**config.mk**
```make
export PLATFORM = sky130hd
export DESIGN_NAME = uadr_rx
export DESIGN_NICKNAME = d
export VERILOG_FILES = /design/src/design/uadr_pkg.sv /design/src/design/uadr_stream_if.sv /design/src/design/uadr_buffer.sv /design/src/design/uadr_rx.sv
export SDC_FILE = /design/constraint.sdc
export NUM_CORES = 1
export LEC_CHECK = 0
export BUFFER_PORTS_ARGS = -buffer_cell sky130_fd_sc_hd__buf_2
export CAP_MARGIN = 30
export CELL_PAD_IN_SITES_DETAIL_PLACEMENT = 1
export CELL_PAD_IN_SITES_GLOBAL_PLACEMENT = 2
export CORE_MARGIN = 3
export CORE_UTILIZATION = 39
export DETAILED_ROUTE_END_ITERATION = 8
export PLACE_DENSITY_LB_ADDON = 0.1
export SLEW_MARGIN = 20
export SYNTH_ARGS = -nofsm -noshare
export SYNTH_HDL_FRONTEND = slang
export SYNTH_SLANG_ARGS = --single-unit
```
**constraint.sdc**
```tcl
create_clock -name clock -period 2.93 [get_ports clock]
set_input_delay 0.293 -clock clock [delete_from_list [all_inputs] [get_ports clock]]
set_output_delay 0.293 -clock clock [all_outputs]
set_load 0.03 [all_outputs]
```
**src/design/uadr_pkg.sv**
```systemverilog
package uadr_pkg;
    localparam int unsigned SAMPLES_NORMAL = 16;
    localparam int unsigned SAMPLES_DOUBLE = 8;
    localparam logic [3:0] FIRST_VOTE_NORMAL = 4'h8;
    localparam logic [3:0] FIRST_VOTE_DOUBLE = 4'h4;
    localparam logic [3:0] BITS_MIN = 4'h5;
    localparam logic [3:0] BITS_MAX = 4'ha;
    localparam int unsigned WORD_WIDTH = 10;
    localparam logic [15:0] DIVISOR_RESET = 16'h0000;
    typedef enum {UADR_IDLE, UADR_START, UADR_BITS, UADR_STOP} uadr_state_t;
endpackage

```
**src/design/uadr_stream_if.sv**
```systemverilog
`timescale 1ns/100ps
interface uadr_stream_if #(parameter int W = 11);
    logic valid;
    logic ready;
    logic [W-1:0] data;
    modport source (output valid, output data, input ready);
    modport sink (input valid, input data, output ready);
endinterface

```
**src/design/uadr_buffer.sv**
```systemverilog
`timescale 1ns/100ps
module uadr_buffer #(
    parameter int W = 11,
    parameter int DEPTH = 2
) (
    input wire logic clock,
    input wire logic rst_n,
    uadr_stream_if.sink in_s,
    uadr_stream_if.source out_s
);
    localparam int AW = (DEPTH > 1) ? $clog2(DEPTH) : 1;
    logic [W-1:0] mem [DEPTH];
    logic [AW-1:0] wr_ptr;
    logic [AW-1:0] rd_ptr;
    logic [AW:0] count;
    logic push;
    logic pop;

    assign in_s.ready = (count != (AW+1)'(DEPTH));
    assign out_s.valid = (count != '0);
    assign out_s.data = mem[rd_ptr];
    assign push = in_s.valid && in_s.ready;
    assign pop = out_s.valid && out_s.ready;

    always_ff @(posedge clock) begin
        if (push) begin
            mem[wr_ptr] <= in_s.data;
        end
    end

    always_ff @(posedge clock or negedge rst_n) begin
        if (!rst_n) begin
            wr_ptr <= '0;
            rd_ptr <= '0;
            count <= '0;
        end else begin
            if (push) begin
                wr_ptr <= (wr_ptr == AW'(DEPTH - 1)) ? '0 : wr_ptr + 1'b1;
            end
            if (pop) begin
                rd_ptr <= (rd_ptr == AW'(DEPTH - 1)) ? '0 : rd_ptr + 1'b1;
            end
            if (push && !pop) begin
                count <= count + 1'b1;
            end else if (pop && !push) begin
                count <= count - 1'b1;
            end
        end
    end
endmodule

```
**src/design/uadr_rx.sv**
```systemverilog
`timescale 1ns/100ps
module uadr_rx
    import uadr_pkg::*;
#(
    parameter int unsigned DIV_WIDTH = 16
) (
    input wire logic clock,
    input wire logic rst_n,
    input wire logic rx_line,
    input wire logic double_speed_select,
    input wire logic [DIV_WIDTH-1:0] baud_divisor,
    input wire logic [3:0] data_bits,
    output logic [uadr_pkg::WORD_WIDTH-1:0] rx_data,
    output logic frame_error_flag,
    output logic rx_valid,
    input wire logic rx_ready,
    output logic rx_overrun,
    output logic busy
);
    import uadr_pkg::*;

    // ****************************************
    // Sample tick
    // ****************************************
    // One tick per sample; divisor N gives N+1 clocks per sample
    logic [DIV_WIDTH-1:0] div_cnt;
    logic tick;
    logic rx_prev;
    logic [3:0] sample;
    logic [2:0] votes;
    logic [3:0] bit_cnt;
    logic [WORD_WIDTH-1:0] shift;
    logic [3:0] frame_bits;
    uadr_state_t state;

    logic [3:0] first_vote;
    logic [3:0] last_sample;
    logic vote;
    logic falling;
    logic in_window;
    logic last_vote;
    logic bit_end;

    assign tick = (div_cnt == '0);
    assign first_vote = double_speed_select ? FIRST_VOTE_DOUBLE : FIRST_VOTE_NORMAL;
    assign last_sample = double_speed_select ? 4'(SAMPLES_DOUBLE - 1) : 4'(SAMPLES_NORMAL - 1);
    assign in_window = (sample >= first_vote) && (sample <= first_vote + 4'h2);
    assign last_vote = tick && (sample == first_vote + 4'h2);
    assign bit_end = tick && (sample == last_sample);
    // Votes so far plus the current third sample
    assign vote = (votes[1] & votes[0]) | (votes[1] & rx_line) | (votes[0] & rx_line);
    assign falling = rx_prev && !rx_line;

    // Clamp length so a bad setting cannot run past the shift register
    always_comb begin
        if (data_bits < BITS_MIN) begin
            frame_bits = BITS_MIN;
        end else if (data_bits > BITS_MAX) begin
            frame_bits = BITS_MAX;
        end else begin
            frame_bits = data_bits;
        end
    end

    always_ff @(posedge clock or negedge rst_n) begin
        if (!rst_n) begin
            div_cnt <= DIVISOR_RESET;
        end else if (state == UADR_IDLE && falling) begin
            div_cnt <= baud_divisor;
        end else if (tick) begin
            div_cnt <= baud_divisor;
        end else begin
            div_cnt <= div_cnt - 1'b1;
        end
    end

    always_ff @(posedge clock or negedge rst_n) begin
        if (!rst_n) begin
            rx_prev <= 1'b1;
        end else begin
            rx_prev <= rx_line;
        end
    end

    // ****************************************
    // Recovery state machine
    // ****************************************
    always_ff @(posedge clock or negedge rst_n) begin
        if (!rst_n) begin
            state <= UADR_IDLE;
            sample <= 4'h0;
            bit_cnt <= 4'h0;
            votes <= 3'h0;
        end else begin
            case (state)
                UADR_IDLE: begin
                    if (falling) begin
                        state <= UADR_START;
                        sample <= 4'h1;
                        votes <= 3'h0;
                    end
                end
                UADR_START: begin
                    if (tick) begin
                        if (in_window) begin
                            votes <= {votes[1:0], rx_line};
                        end
                        if (last_vote && vote) begin
                            state <= UADR_IDLE;
                        end else if (bit_end) begin
                            state <= UADR_BITS;
                            sample <= 4'h0;
                            bit_cnt <= 4'h0;
                        end else begin
                            sample <= sample + 4'h1;
                        end
                    end
                end
                UADR_BITS: begin
                    if (tick) begin
                        if (in_window) begin
                            votes <= {votes[1:0], rx_line};
                        end
                        if (bit_end) begin
                            sample <= 4'h0;
                            if (bit_cnt == frame_bits - 4'h1) begin
                                state <= UADR_STOP;
                            end else begin
                                bit_cnt <= bit_cnt + 4'h1;
                            end
                        end else begin
                            sample <= sample + 4'h1;
                        end
                    end
                end
                UADR_STOP: begin
                    if (tick) begin
                        if (in_window) begin
                            votes <= {votes[1:0], rx_line};
                        end
                        sample <= sample + 4'h1;
                        // Rest of stop bit and later stop bits are not looked at
                        if (last_vote) begin
                            state <= UADR_IDLE;
                        end
                    end
                end
                default: begin
                    state <= UADR_IDLE;
                end
            endcase
        end
    end

    always_ff @(posedge clock or negedge rst_n) begin
        if (!rst_n) begin
            shift <= '0;
        end else if (state == UADR_START) begin
            shift <= '0;
        end else if (state == UADR_BITS && last_vote) begin
            shift[bit_cnt] <= vote;
        end
    end

    // ****************************************
    // Output buffer
    // ****************************************
    // Two entries so a stalled reader still holds the frame that just closed
    uadr_stream_if #(.W(WORD_WIDTH + 1)) fill_s ();
    uadr_stream_if #(.W(WORD_WIDTH + 1)) drain_s ();

    assign fill_s.valid = (state == UADR_STOP) && last_vote;
    assign fill_s.data = {!vote, shift};
    // Pop only when the output register loads, so each word leaves exactly once
    assign drain_s.ready = !rx_valid || rx_ready;

    uadr_buffer #(.W(WORD_WIDTH + 1), .DEPTH(2)) u_buffer (
        .clock(clock),
        .rst_n(rst_n),
        .in_s(fill_s.sink),
        .out_s(drain_s.source)
    );

    always_ff @(posedge clock or negedge rst_n) begin
        if (!rst_n) begin
            rx_data <= '0;
            frame_error_flag <= 1'b0;
            rx_valid <= 1'b0;
        end else if (!rx_valid || rx_ready) begin
            rx_valid <= drain_s.valid;
            if (drain_s.valid) begin
                rx_data <= drain_s.data[WORD_WIDTH-1:0];
                frame_error_flag <= drain_s.data[WORD_WIDTH];
            end
        end
    end

    // Frame dropped when both buffer entries are taken
    always_ff @(posedge clock or negedge rst_n) begin
        if (!rst_n) begin
            rx_overrun <= 1'b0;
        end else begin
            rx_overrun <= fill_s.valid && !fill_s.ready;
        end
    end

    assign busy = (state != UADR_IDLE);
endmodule

```
## After elaboration in Yosys (flattened, before gate mapping)

Memories as Yosys holds them, arrays and structs flattened. A register that Yosys moved wholly into a read port is not among the register bits.
Index checks and enable logic that the tools add are counted.

| cells by class | value |
|---|---|
| bitwise logic cells | 5 |
| magnitude comparators | 6 |
| div/mod/pow operators | 0 |
| multipliers | 0 |
| eq/ne operators | 23 |
| $add $sub $neg | 9 |
| shift operators | 0 |
| reduce and logical (&&, ||, !) cells | 38 |
| muxes and demuxes | 45 |

Operators with widths:

| cell | number |
|---|---|
| $mux W32 | 9 |
| $pmux W32 S4 | 1 |
| $eq A32 B2 Y1 const B | 3 |
| $eq A32 B3 Y1 const B | 2 |
| $logic_not A32 Y1 | 2 |
| $mux W4 | 16 |
| $eq A32 B1 Y1 const B | 1 |
| $mux W16 | 2 |
| $reduce_bool A32 Y1 | 1 |
| $ne A2 B2 Y1 const B | 11 |
| $mux W10 | 2 |
| $logic_not A16 Y1 | 1 |
| $pmux W4 S4 | 1 |
| $sub A16 B1 Y16 const B | 1 |
| $logic_and A1 B1 Y1 | 14 |
| $eq A4 B4 Y1 | 3 |
| $bwmux W10 | 1 |
| $mux W2 | 5 |
| $reduce_bool A2 Y1 | 5 |
| $add A4 B1 Y4 const B | 2 |
| $pmux W4 S2 | 1 |
| $reduce_and A8 Y1 | 1 |
| $logic_not A1 Y1 | 7 |
| $reduce_and A7 Y1 | 1 |
| 24 further kinds | 33 |

| word-level totals | value |
|---|---|
| memories kept | 1 |
| bits in writable memories | 22 |
| bits in registers | 75 |
| output and inout bits | 14 |
| input port bits | 25 |
| bits in read-only memories | 0 |
| bits in latches | 0 |

Memories:

| memory | words | width | read ports | clocked after Yosys merged registers in | wr ports | line | source |
|---|---|---|---|---|---|---|---|
| u_buffer.mem | 2 | 11 | 1 | 1 | 1 | uadr_buffer.sv:12 | `logic [W-1:0] mem [DEPTH];` |

## Logic depth before layout (Yosys ltp)

Gate-level depths: netlist of run 1.

| depth | value |
|---|---|
| depth after elaboration | 10 |
| gate-level depth with buffers | 11 |
| gate-level depth less buffers | 10 |

## Modules after synthesis

A second synthesis of run 1 with hierarchy kept.

| second synthesis, totals | value |
|---|---|
| cells, all modules | 361 |
| area, all modules | 3985.1 um2 |

By module, submodules not included:

| module | area an instance (um2) | sequential area each (um2) | cells an instance | times used |
|---|---|---|---|---|
| uadr_rx | 2981.6 | 1302.5 | 309 | 1 |
| uadr_buffer | 1003.5 | 760.7 | 52 | 1 |

## Least setup slack after synthesis of run 1

OpenSTA, ideal clock, no wires.

| timing | value |
|---|---|
| kind | reg-to-reg |
| start point | register div_cnt[0] |
| end point | memory u_buffer.mem[0][0] (enable) |
| data arrival time | 2.170 ns |
| setup slack | 0.380 ns |
| stages on the path, launching flop included | 9 |
| data required time | 2.550 ns |
| buffers on the path | 1 |
| cells stage by stage | dfrtp_1 -> inv_1 -> ha_1 -> nor3b_4 -> and4b_1 -> buf_4 -> and3_2 -> and3_1 -> nor2b_1 |

| on the way | value |
|---|---|
| cells in the longest elaborated chain, start to end | 6 |

RTL lines:

| what | line | source |
|---|---|---|
| start, declared | uadr_rx.sv:26 | `logic [DIV_WIDTH-1:0] div_cnt;` |
| start signal, assigned | uadr_rx.sv:69 | `div_cnt <= baud_divisor;` |
| start signal, assigned | uadr_rx.sv:71 | `div_cnt <= baud_divisor;` |
| start signal, assigned | uadr_rx.sv:73 | `div_cnt <= div_cnt - 1'b1;` |
| $logic_not A16 Y1 | uadr_rx.sv:44 | `assign tick = (div_cnt == '0);` |
| $logic_and A1 B1 Y1 | uadr_rx.sv:48 | `assign last_vote = tick && (sample == first_vote + 4'h2);` |
| $logic_and A1 B1 Y1 | uadr_rx.sv:172 | `assign fill_s.valid = (state == UADR_STOP) && last_vote;` |
| $logic_and A1 B1 Y1 | uadr_buffer.sv:22 | `assign push = in_s.valid && in_s.ready;` |
| via u_buffer.push | uadr_buffer.sv:16 | `logic push;` |
| $mux W1 | uadr_buffer.sv:26 | `if (push) begin` |
| $mux W1 (implied by the code) | uadr_buffer.sv:27 | `mem[wr_ptr] <= in_s.data;` |
| end, declared | uadr_buffer.sv:12 |  |

The timed path passes the listed nets, and every way through them passes these cells.

## Final worst setup path of run 1

| timing | value |
|---|---|
| start point | register div_cnt[0] |
| end point | memory u_buffer.mem[1][0] (enable) |

The elaborated chain is that of the path after synthesis.

==> results.toml, run 1 <==
[outcome]
outcome = "finished, final reports clean"

[layout]
drive_above_1_share_pct = 17.66
nFillCells = 1138
final_cell_mix = "55 x dfrtp_1, 38 x buf_2, 34 x nand2_1"
post-route-util_pct = 45.96
fin_area_um2 = 4513
fin_nets = 456
syn2layout_area_growth_pct = 13.86
antenna_cells = 0
layout_commonest_cell = "dfrtp_1"
seqCellArea_um2 = 2063
multi_input_comb_area_um2 = 1757

[critical_path]
r2r_cells = 7
cp.required_ns = 2.93
cp-start-kind = "flip-flop"
cp.arrival_ns = 2.70
r2r_slack_ns = 0.22
critical_path.endpoint = "u_buffer.mem[1][0]"
worstSetupPathType = "flip-flop to flip-flop"
r2r-start = "div_cnt[0]"
path_cells = "inv_1, ha_1, nor3b_4, and4b_1, and3_2, and3_1, and2_1"
cp.depth = 7
path_buf_inv = 1
endpoint_kind = "flip-flop"
crit_family = "simple AND/OR/NAND/NOR gates"
slowest_stage = "and2_1"
path_max_fanout = 11
critical-path-max-stage-delay_ns = 0.45
rr_endpoint = "u_buffer.mem[1][0]"
startpoint = "div_cnt[0]"

[synth]
syn_area_per_cell_um2 = 10.71
synth_area_um2 = 3964
synth_ff_type = "dfrtp_1"
synth-seq-cells = 78
synth-seq-area-share_pct = 52.05
synth_cells = 370
synth_edf_count = 22
synth_async_sr_flop_share_pct = 71.79
ys_types = 54
syn_nets = 412
ys_warn_count = 0

[sta]
relSlewSlack_pct = 60.32
rsz0062_at_grt = "no"
hold-worst-slack_ns = 0.08911
fin_skew_ns = 0.007570
fmax_mhz = 369.4
slew_viol_final = 0
fin_crit_sh_pct = 92.39
fin_tns_setup_ns = 0
worst_pin_slew_ns = 0.5952
min_period_ns = 2.707
finalSetupViolCount = 0
hold_violations = 0

[cts]
cts_inserted_buffers = 9
htree_levels = 3
cts-root-buf = "clkbuf_8"
worstSkewPairLatency_ns = 0.35
cts_tree = "done"
clockBufferDepth = 2
clk_pin_slew_ns = 0.09
cts.sinks = 78
cts_repair_resize_count = 0

[floorplanning]
ios = 39
core_region_area_um2 = 9819
fp-row-count = 36
dieArea_um2 = 11410
die_h_um = 106.8
dieWidth_um = 106.8
start_util_pct = 40.37

[route]
routed_wl_um = 8248
detail-route-antenna-nets = 0
wl_per_cell_um = 14.94
initialDrtViolationCount = 98
first_pass_iters = 4
dr_total_vias = 2743
post-route-drc-count = 0
routed_via_density = 4.969

[grt]
globalRouteMet1Util_pct = 22.14
grt_use_total_pct = 15.67
antenna_found_initial = 0
grt_pass1_vias = 2865
overflow = 0
grt_max_degree = 33
busiest_layer = "met2"
use_met3_pct = 3.552
grt_pass1_wl_um = 14220
grt_use_met2_pct = 24.28

[power_and_ir_drop]
finalPower_uw = 2682
ir_drop_v = 0.0002547
p_leak_uw = 0.001801
power_density_nw_per_um2 = 594.4

[placed_design]
placed_cell_area_um2 = 4312
hpwl_um = 6030
routabilityCongestion = 0.7278
portBuffers = 38

[min_path]
min_path_type = "input pin to flip-flop"

[flow_run]
timing.max_cap.violations = 0
-- cell usage after synthesis (4+ instances only) --
library cell | instances | area [µm²]
o31ai_1 | 5 | 37.54
nor2b_1 | 4 | 25.02
inv_1 | 22 | 82.58
nand3_1 | 6 | 30.03
mux2i_1 | 24 | 240.2
nand2_1 | 34 | 127.6
clkbuf_1 | 7 | 26.28
dfrtp_1 | 55 | 1376
ha_1 | 17 | 212.7
edfxtp_1 | 22 | 660.6
xnor2_1 | 12 | 105.1
nor3_1 | 13 | 65.06
nand2b_1 | 11 | 68.82
nor2_1 | 28 | 105.1
xor2_1 | 10 | 87.58
a21oi_1 | 21 | 105.1
o21ai_0 | 25 | 125.1
-- cell type report --
cell class	count	share of cell area [%]
flip-flops and latches	78	45.72
inverters	22	1.830
clock inverters	7	1.497
multi-input cells	257	38.92
well taps	133	3.687
clock buffers	9	2.745
repair buffers	46	5.600
-- where the power goes --
group          switching (µW)  internal [µW]
clock                     456            327
sequential                183           1240
combinational             250            228
-- state kept, by name, indices dropped and copies added, names as in the netlist --
signal,count
state,2
div_cnt,16
sample,4
frame_error_flag,1
u_buffer.count,2
rx_overrun,1
u_buffer.rd_ptr,1
rx_data,10
u_buffer.wr_ptr,1
bit_cnt,4
rx_prev,1
votes,2
shift,10
u_buffer.mem,22
rx_valid,1
-- routing by layer --
metal,up-vias,wire [µm]
met1,1321,4202
li1,1387,-
met2,30,3745
met5,-,0
met3,5,227
met4,0,72
-- worst min path at each step --
stage             from    endpoint  depth (start not counted)
2_1_floorplan    rst_n  bit_cnt[0]                          0
3_3_place_gp     rst_n  div_cnt[6]                          1
3_5_place_dp     rst_n  div_cnt[6]                          1
4_1_cts        rx_line     rx_prev                          1
5_1_grt        rx_line     rx_prev                          1
6_report       rx_line     rx_prev                          1
-- what timing repair did --
item | CTS | global route
hold buffers | 1 | 0
buffers inserted | 0 | 0
hold endpoints to repair | 14 | 0
-- logic make-up (layout without fill, tap and decap cells) --
logic type,Yosys count,in the layout,synth area share (%)
muxes,24,24,6.061
and+or+nand+nor,124,124,17.01
adders and majority gates,18,18,5.619
DFF,78,78,52.05
buffers and inverters,35,84,3.725
xor gates and xnor gates,22,22,4.861
AOI/OAI and AO/OA,69,69,10.67
-- stage by stage --
| step | instances | setup slack [ns] |
|---|---|---|
| floorplan | 370 | 0.3804 |
| global placement | 535 | 0.3163 |
| detailed placement | 535 | 0.2140 |
| CTS | 552 | 0.1941 |
| global route | 552 | 0.0007381 |
| finish | 552 | 0.2231 |
(Power assumes the default switching activity.)
==> run 2: changes to the inputs <==
Settings changed: CAP_MARGIN 30 to default, CORE_ASPECT_RATIO from default to 0.9, CORE_UTILIZATION 39 to 30.
==> results.toml, run 2 (synthesis results as in run 1) <==
[outcome]
outcome = "finished, final reports clean"

[route]
routed_wl_um = 8826
initialDrtViolationCount = 91
wl_per_cell_um = 15.14
dr_total_vias = 2792
post-route-drc-count = 0
first_pass_iters = 4
routed_via_density = 4.789
detail-route-antenna-nets = 0

[critical_path]
critical-path-max-stage-delay_ns = 0.41
path_cells = "inv_1, ha_1, nor3b_4, and4b_1, nand3_1, or2_1, a2111o_1, a21oi_1"
path_max_fanout = 7
cp.depth = 8
worstSetupPathType = "flip-flop to flip-flop"
r2r_cells = 8
slowest_stage = "a2111o_1"
crit_family = "simple AND/OR/NAND/NOR gates"
endpoint_kind = "flip-flop"
cp-start-kind = "flip-flop"
r2r-start = "div_cnt[0]"
path_buf_inv = 1
cp.arrival_ns = 2.83
critical_path.endpoint = "bit_cnt[2]"
r2r_slack_ns = 0.36
rr_endpoint = "bit_cnt[2]"
cp.required_ns = 3.19
startpoint = "div_cnt[0]"

[floorplanning]
fp-row-count = 39
core_region_area_um2 = 12780
ios = 39
die_h_um = 115.1
dieWidth_um = 127.2
start_util_pct = 31.00
dieArea_um2 = 14630

[grt]
antenna_found_initial = 0
overflow = 0
grt_max_degree = 33
grt_pass1_vias = 2951
grt_pass1_wl_um = 15270
grt_use_total_pct = 13.22

[layout]
drive_above_1_share_pct = 17.90
largest_register_ffs = 22
top_regs = "u_buffer.mem (22), div_cnt (16)"
final_cell_mix = "55 x dfrtp_1, 38 x buf_2, 34 x nand2_1"
fin_area_um2 = 4642
layout_commonest_cell = "dfrtp_1"
fin_nets = 456
antenna_cells = 0
syn2layout_area_growth_pct = 17.11
largest_register = "u_buffer.mem"

[sta]
min_period_ns = 2.568
fmax_mhz = 389.4
fin_tns_setup_ns = 0
finalSetupViolCount = 0
worst_pin_slew_ns = 0.6490
rsz0062_at_grt = "no"
fin_crit_sh_pct = 87.65
fin_skew_ns = 0.007202
slew_viol_final = 0
hold_violations = 0
relSlewSlack_pct = 56.73

[cts]
htree_levels = 3
cts_inserted_buffers = 9
cts.sinks = 78
worstSkewPairLatency_ns = 0.34
clockBufferDepth = 2
cts-root-buf = "clkbuf_16"
cts_tree = "done"
clk_pin_slew_ns = 0.06
cts_setup_buffers = 0

[power_and_ir_drop]
finalPower_uw = 2950
ir_drop_v = 0.0002670
power_density_nw_per_um2 = 635.4
p_leak_uw = 0.001841

[placed_design]
hpwl_um = 6504
routabilityCongestion = 0.7296
placed_cell_area_um2 = 4354
portBuffers = 38

[min_path]
min_path_type = "input pin to flip-flop"

[flow_run]
timing.max_cap.violations = 0
-- run 2: stage by stage --
step / utilization (%) / setup slack [ns] / hold slack (ns) / cells
floorplan: - / 0.3804 / -0.002591 / 370
global placement: 34.06 / 0.2831 / 0.3218 / 566
detailed placement: 34.06 / 0.1997 / 0.3251 / 566
CTS: 36.30 / 0.1781 / 0.09353 / 583
global route: 36.31 / 0.1464 / 0.1040 / 583
finish: 36.31 / 0.3619 / 0.1112 / 583
-- run 2: how the worst min path moves through the flow --
stage | start | to | slack [ns] | cells past startpoint
2_1_floorplan | rst_n | bit_cnt[0] | -0.003 | 0
3_3_place_gp | rst_n | div_cnt[8] | 0.32 | 1
3_5_place_dp | rst_n | div_cnt[7] | 0.33 | 1
4_1_cts | rx_line | rx_prev | 0.09 | 1
5_1_grt | rx_line | rx_prev | 0.10 | 1
6_report | rx_line | rx_prev | 0.11 | 1
-- run 2: cell type report --
cell class | count | area (µm²)
multi-input cells | 257 | 1762
flip-flops and latches | 78 | 2063
repair buffers | 46 | 252.7
inverters | 22 | 82.58
clock inverters | 6 | 47.55
clock buffers | 10 | 229.0
well taps | 164 | 205.2
fillers | 1436 | 8143
-- run 2: power breakdown --
group | switching (µW) | internal [µW]
combinational | 256 | 229
sequential | 189 | 1240
clock | 456 | 579
total | 901 | 2050
-- run 2: per-layer routing --
metal / wire (µm) / global-route usage [%] / vias up
li1: - / - / 1386
met1: 4547 / 18.50 / 1361
met2: 3870 / 20.17 / 37
met5: 0 / 0 / -
met3: 278 / 3.344 / 8
met4: 130 / 4.289 / 0
-- run 2: timing repair --
item	4_1_cts	5_1_grt
setup endpoints to repair	0	11
endpoints found under the hold margin	20	0
hold buffers	1	0
resized for setup	0	1
==> run 3: changes to the inputs <==
Settings changed: BUFFER_PORTS_ARGS -buffer_cell sky130_fd_sc_hd__buf_2 to -buffer_cell sky130_fd_sc_hd__buf_4.
==> results.toml, run 3 (synthesis results as in run 1) <==
[critical_path]
cp-start-kind = "flip-flop"
path_buf_inv = 1
critical-path-max-stage-delay_ns = 0.47
r2r_cells = 7
path_cells = "inv_1, ha_1, nor3b_4, and4b_1, and3_2, and3_1, and2_1"
worstSetupPathType = "flip-flop to flip-flop"
cp.depth = 7
slowest_stage = "and2_1"
cp.required_ns = 2.90
endpoint_kind = "flip-flop"
cp.arrival_ns = 2.66
path_max_fanout = 11
crit_family = "simple AND/OR/NAND/NOR gates"

[route]
initialDrtViolationCount = 97
post-route-drc-count = 0
routed_wl_um = 8867
first_pass_iters = 4
wl_per_cell_um = 15.29
detail-route-antenna-nets = 0
routed_via_density = 4.769
dr_total_vias = 2766

[sta]
finalSetupViolCount = 0
fin_skew_ns = 0.004561
worst_pin_slew_ns = 0.7726
min_period_ns = 2.688
rsz0062_at_grt = "no"
fin_crit_sh_pct = 91.75
fin_tns_setup_ns = 0
hold-worst-slack_ns = 0.02672
slew_viol_final = 0
relSlewSlack_pct = 48.49
hold_violations = 0
fmax_mhz = 372.0

[grt]
overflow = 0
grt_max_degree = 57
antenna_found_initial = 0
grt_pass1_vias = 3018
grt_use_total_pct = 13.46
grt_pass1_wl_um = 15620

[cts]
cts_tree = "done"
cts_repair_resize_count = 0
cts_setup_buffers = 0
cts.sinks = 78
clockBufferDepth = 2
cts-root-buf = "clkbuf_16"
worstSkewPairLatency_ns = 0.33
cts_inserted_buffers = 9
cts_hold_buffers = 0
clk_pin_slew_ns = 0.06
htree_levels = 3

[layout]
top_regs = "u_buffer.mem (22), div_cnt (16)"
antenna_cells = 0
drive_above_1_share_pct = 17.31
multi_input_comb_area_um2 = 1760
post-route-util_pct = 37.02
nFillCells = 1421
largest_register_ffs = 22
final_cell_mix = "55 x dfrtp_1, 43 x buf_4, 34 x nand2_1"
layout_commonest_cell = "dfrtp_1"
largest_register = "u_buffer.mem"
fin_nets = 453
seqCellArea_um2 = 2063
syn2layout_area_growth_pct = 19.41

[floorplanning]
die_h_um = 115.1
ios = 39
dieArea_um2 = 14630
core_region_area_um2 = 12780
dieWidth_um = 127.2
fp-row-count = 39
start_util_pct = 31.00

[power_and_ir_drop]
finalPower_uw = 3070
power.switching_uw = 914.1
swShare_pct = 29.78
power.internal_uw = 2156
pwr-share-seq_pct = 46.5
pwr-share-clk_pct = 37.1
ir_drop_v = 0.0003315
power_density_nw_per_um2 = 648.6
p_leak_uw = 0.001884
combPwrFrac_pct = 16.4

[placed_design]
routabilityCongestion = 0.7268
hpwl_um = 6287
portBuffers = 38

[flow_run]
timing.max_cap.violations = 0

[outcome]
outcome = "finished, final reports clean"

[min_path]
min_path_type = "input pin to async pin"
==> run 3: path summary, 6_finish.rpt <==
path,to,slack [ns],startpoint
max,u_buffer.mem[1][3],0.24,div_cnt[0]
min,div_cnt[8],0.03,rst_n
max in group asynchronous,shift[4],2.39,rst_n
max reg2reg,u_buffer.mem[1][3],0.24,div_cnt[0]
min in group clock,rx_prev,0.10,rx_line
min reg2reg,u_buffer.mem[1][3],0.48,shift[3]
==> run 3: layout make-up <==
type	count	share of cell area, %
clock buffer	10	4.837
clock inverter	6	1.480
inverter	22	1.745
multi-input combinational	257	37.19
sequential	78	43.59
tap	164	4.335
timing repair buffer	43	6.820
==> run 3: power groups by stage <==
stage | combinational, µW | clock, µW | sequential (µW)
after detailed placement | 511 | 0 | 1450
after floorplan | 345 | 0 | 1430
after global routing | 562 | 1240 | 1450
after global placement | 502 | 0 | 1450
final | 503 | 1140 | 1430
after CTS | 513 | 1180 | 1430
==> run 3: metrics by stage <==
| step | std cells | area [µm²] | setup slack (ns) |
|---|---|---|---|
| 2_1_floorplan | 370 | 3964 | 0.3804 |
| 3_3_place_gp | 564 | 4434 | 0.2884 |
| 3_5_place_dp | 564 | 4434 | 0.1974 |
| 4_1_cts | 580 | 4733 | 0.1777 |
| 5_1_grt | 580 | 4733 | 0.009547 |
| 6_report | 580 | 4733 | 0.2417 |
==> run 3: metal layers <==
layer  GRT usage [%]  wire length [µm]  vias to the layer above
li1                -                 -                     1388
met1           18.93              4649                     1340
met2           20.35              3831                       32
met3           4.087               296                        6
met4           3.431                89                        0
met5               0                 0                        -
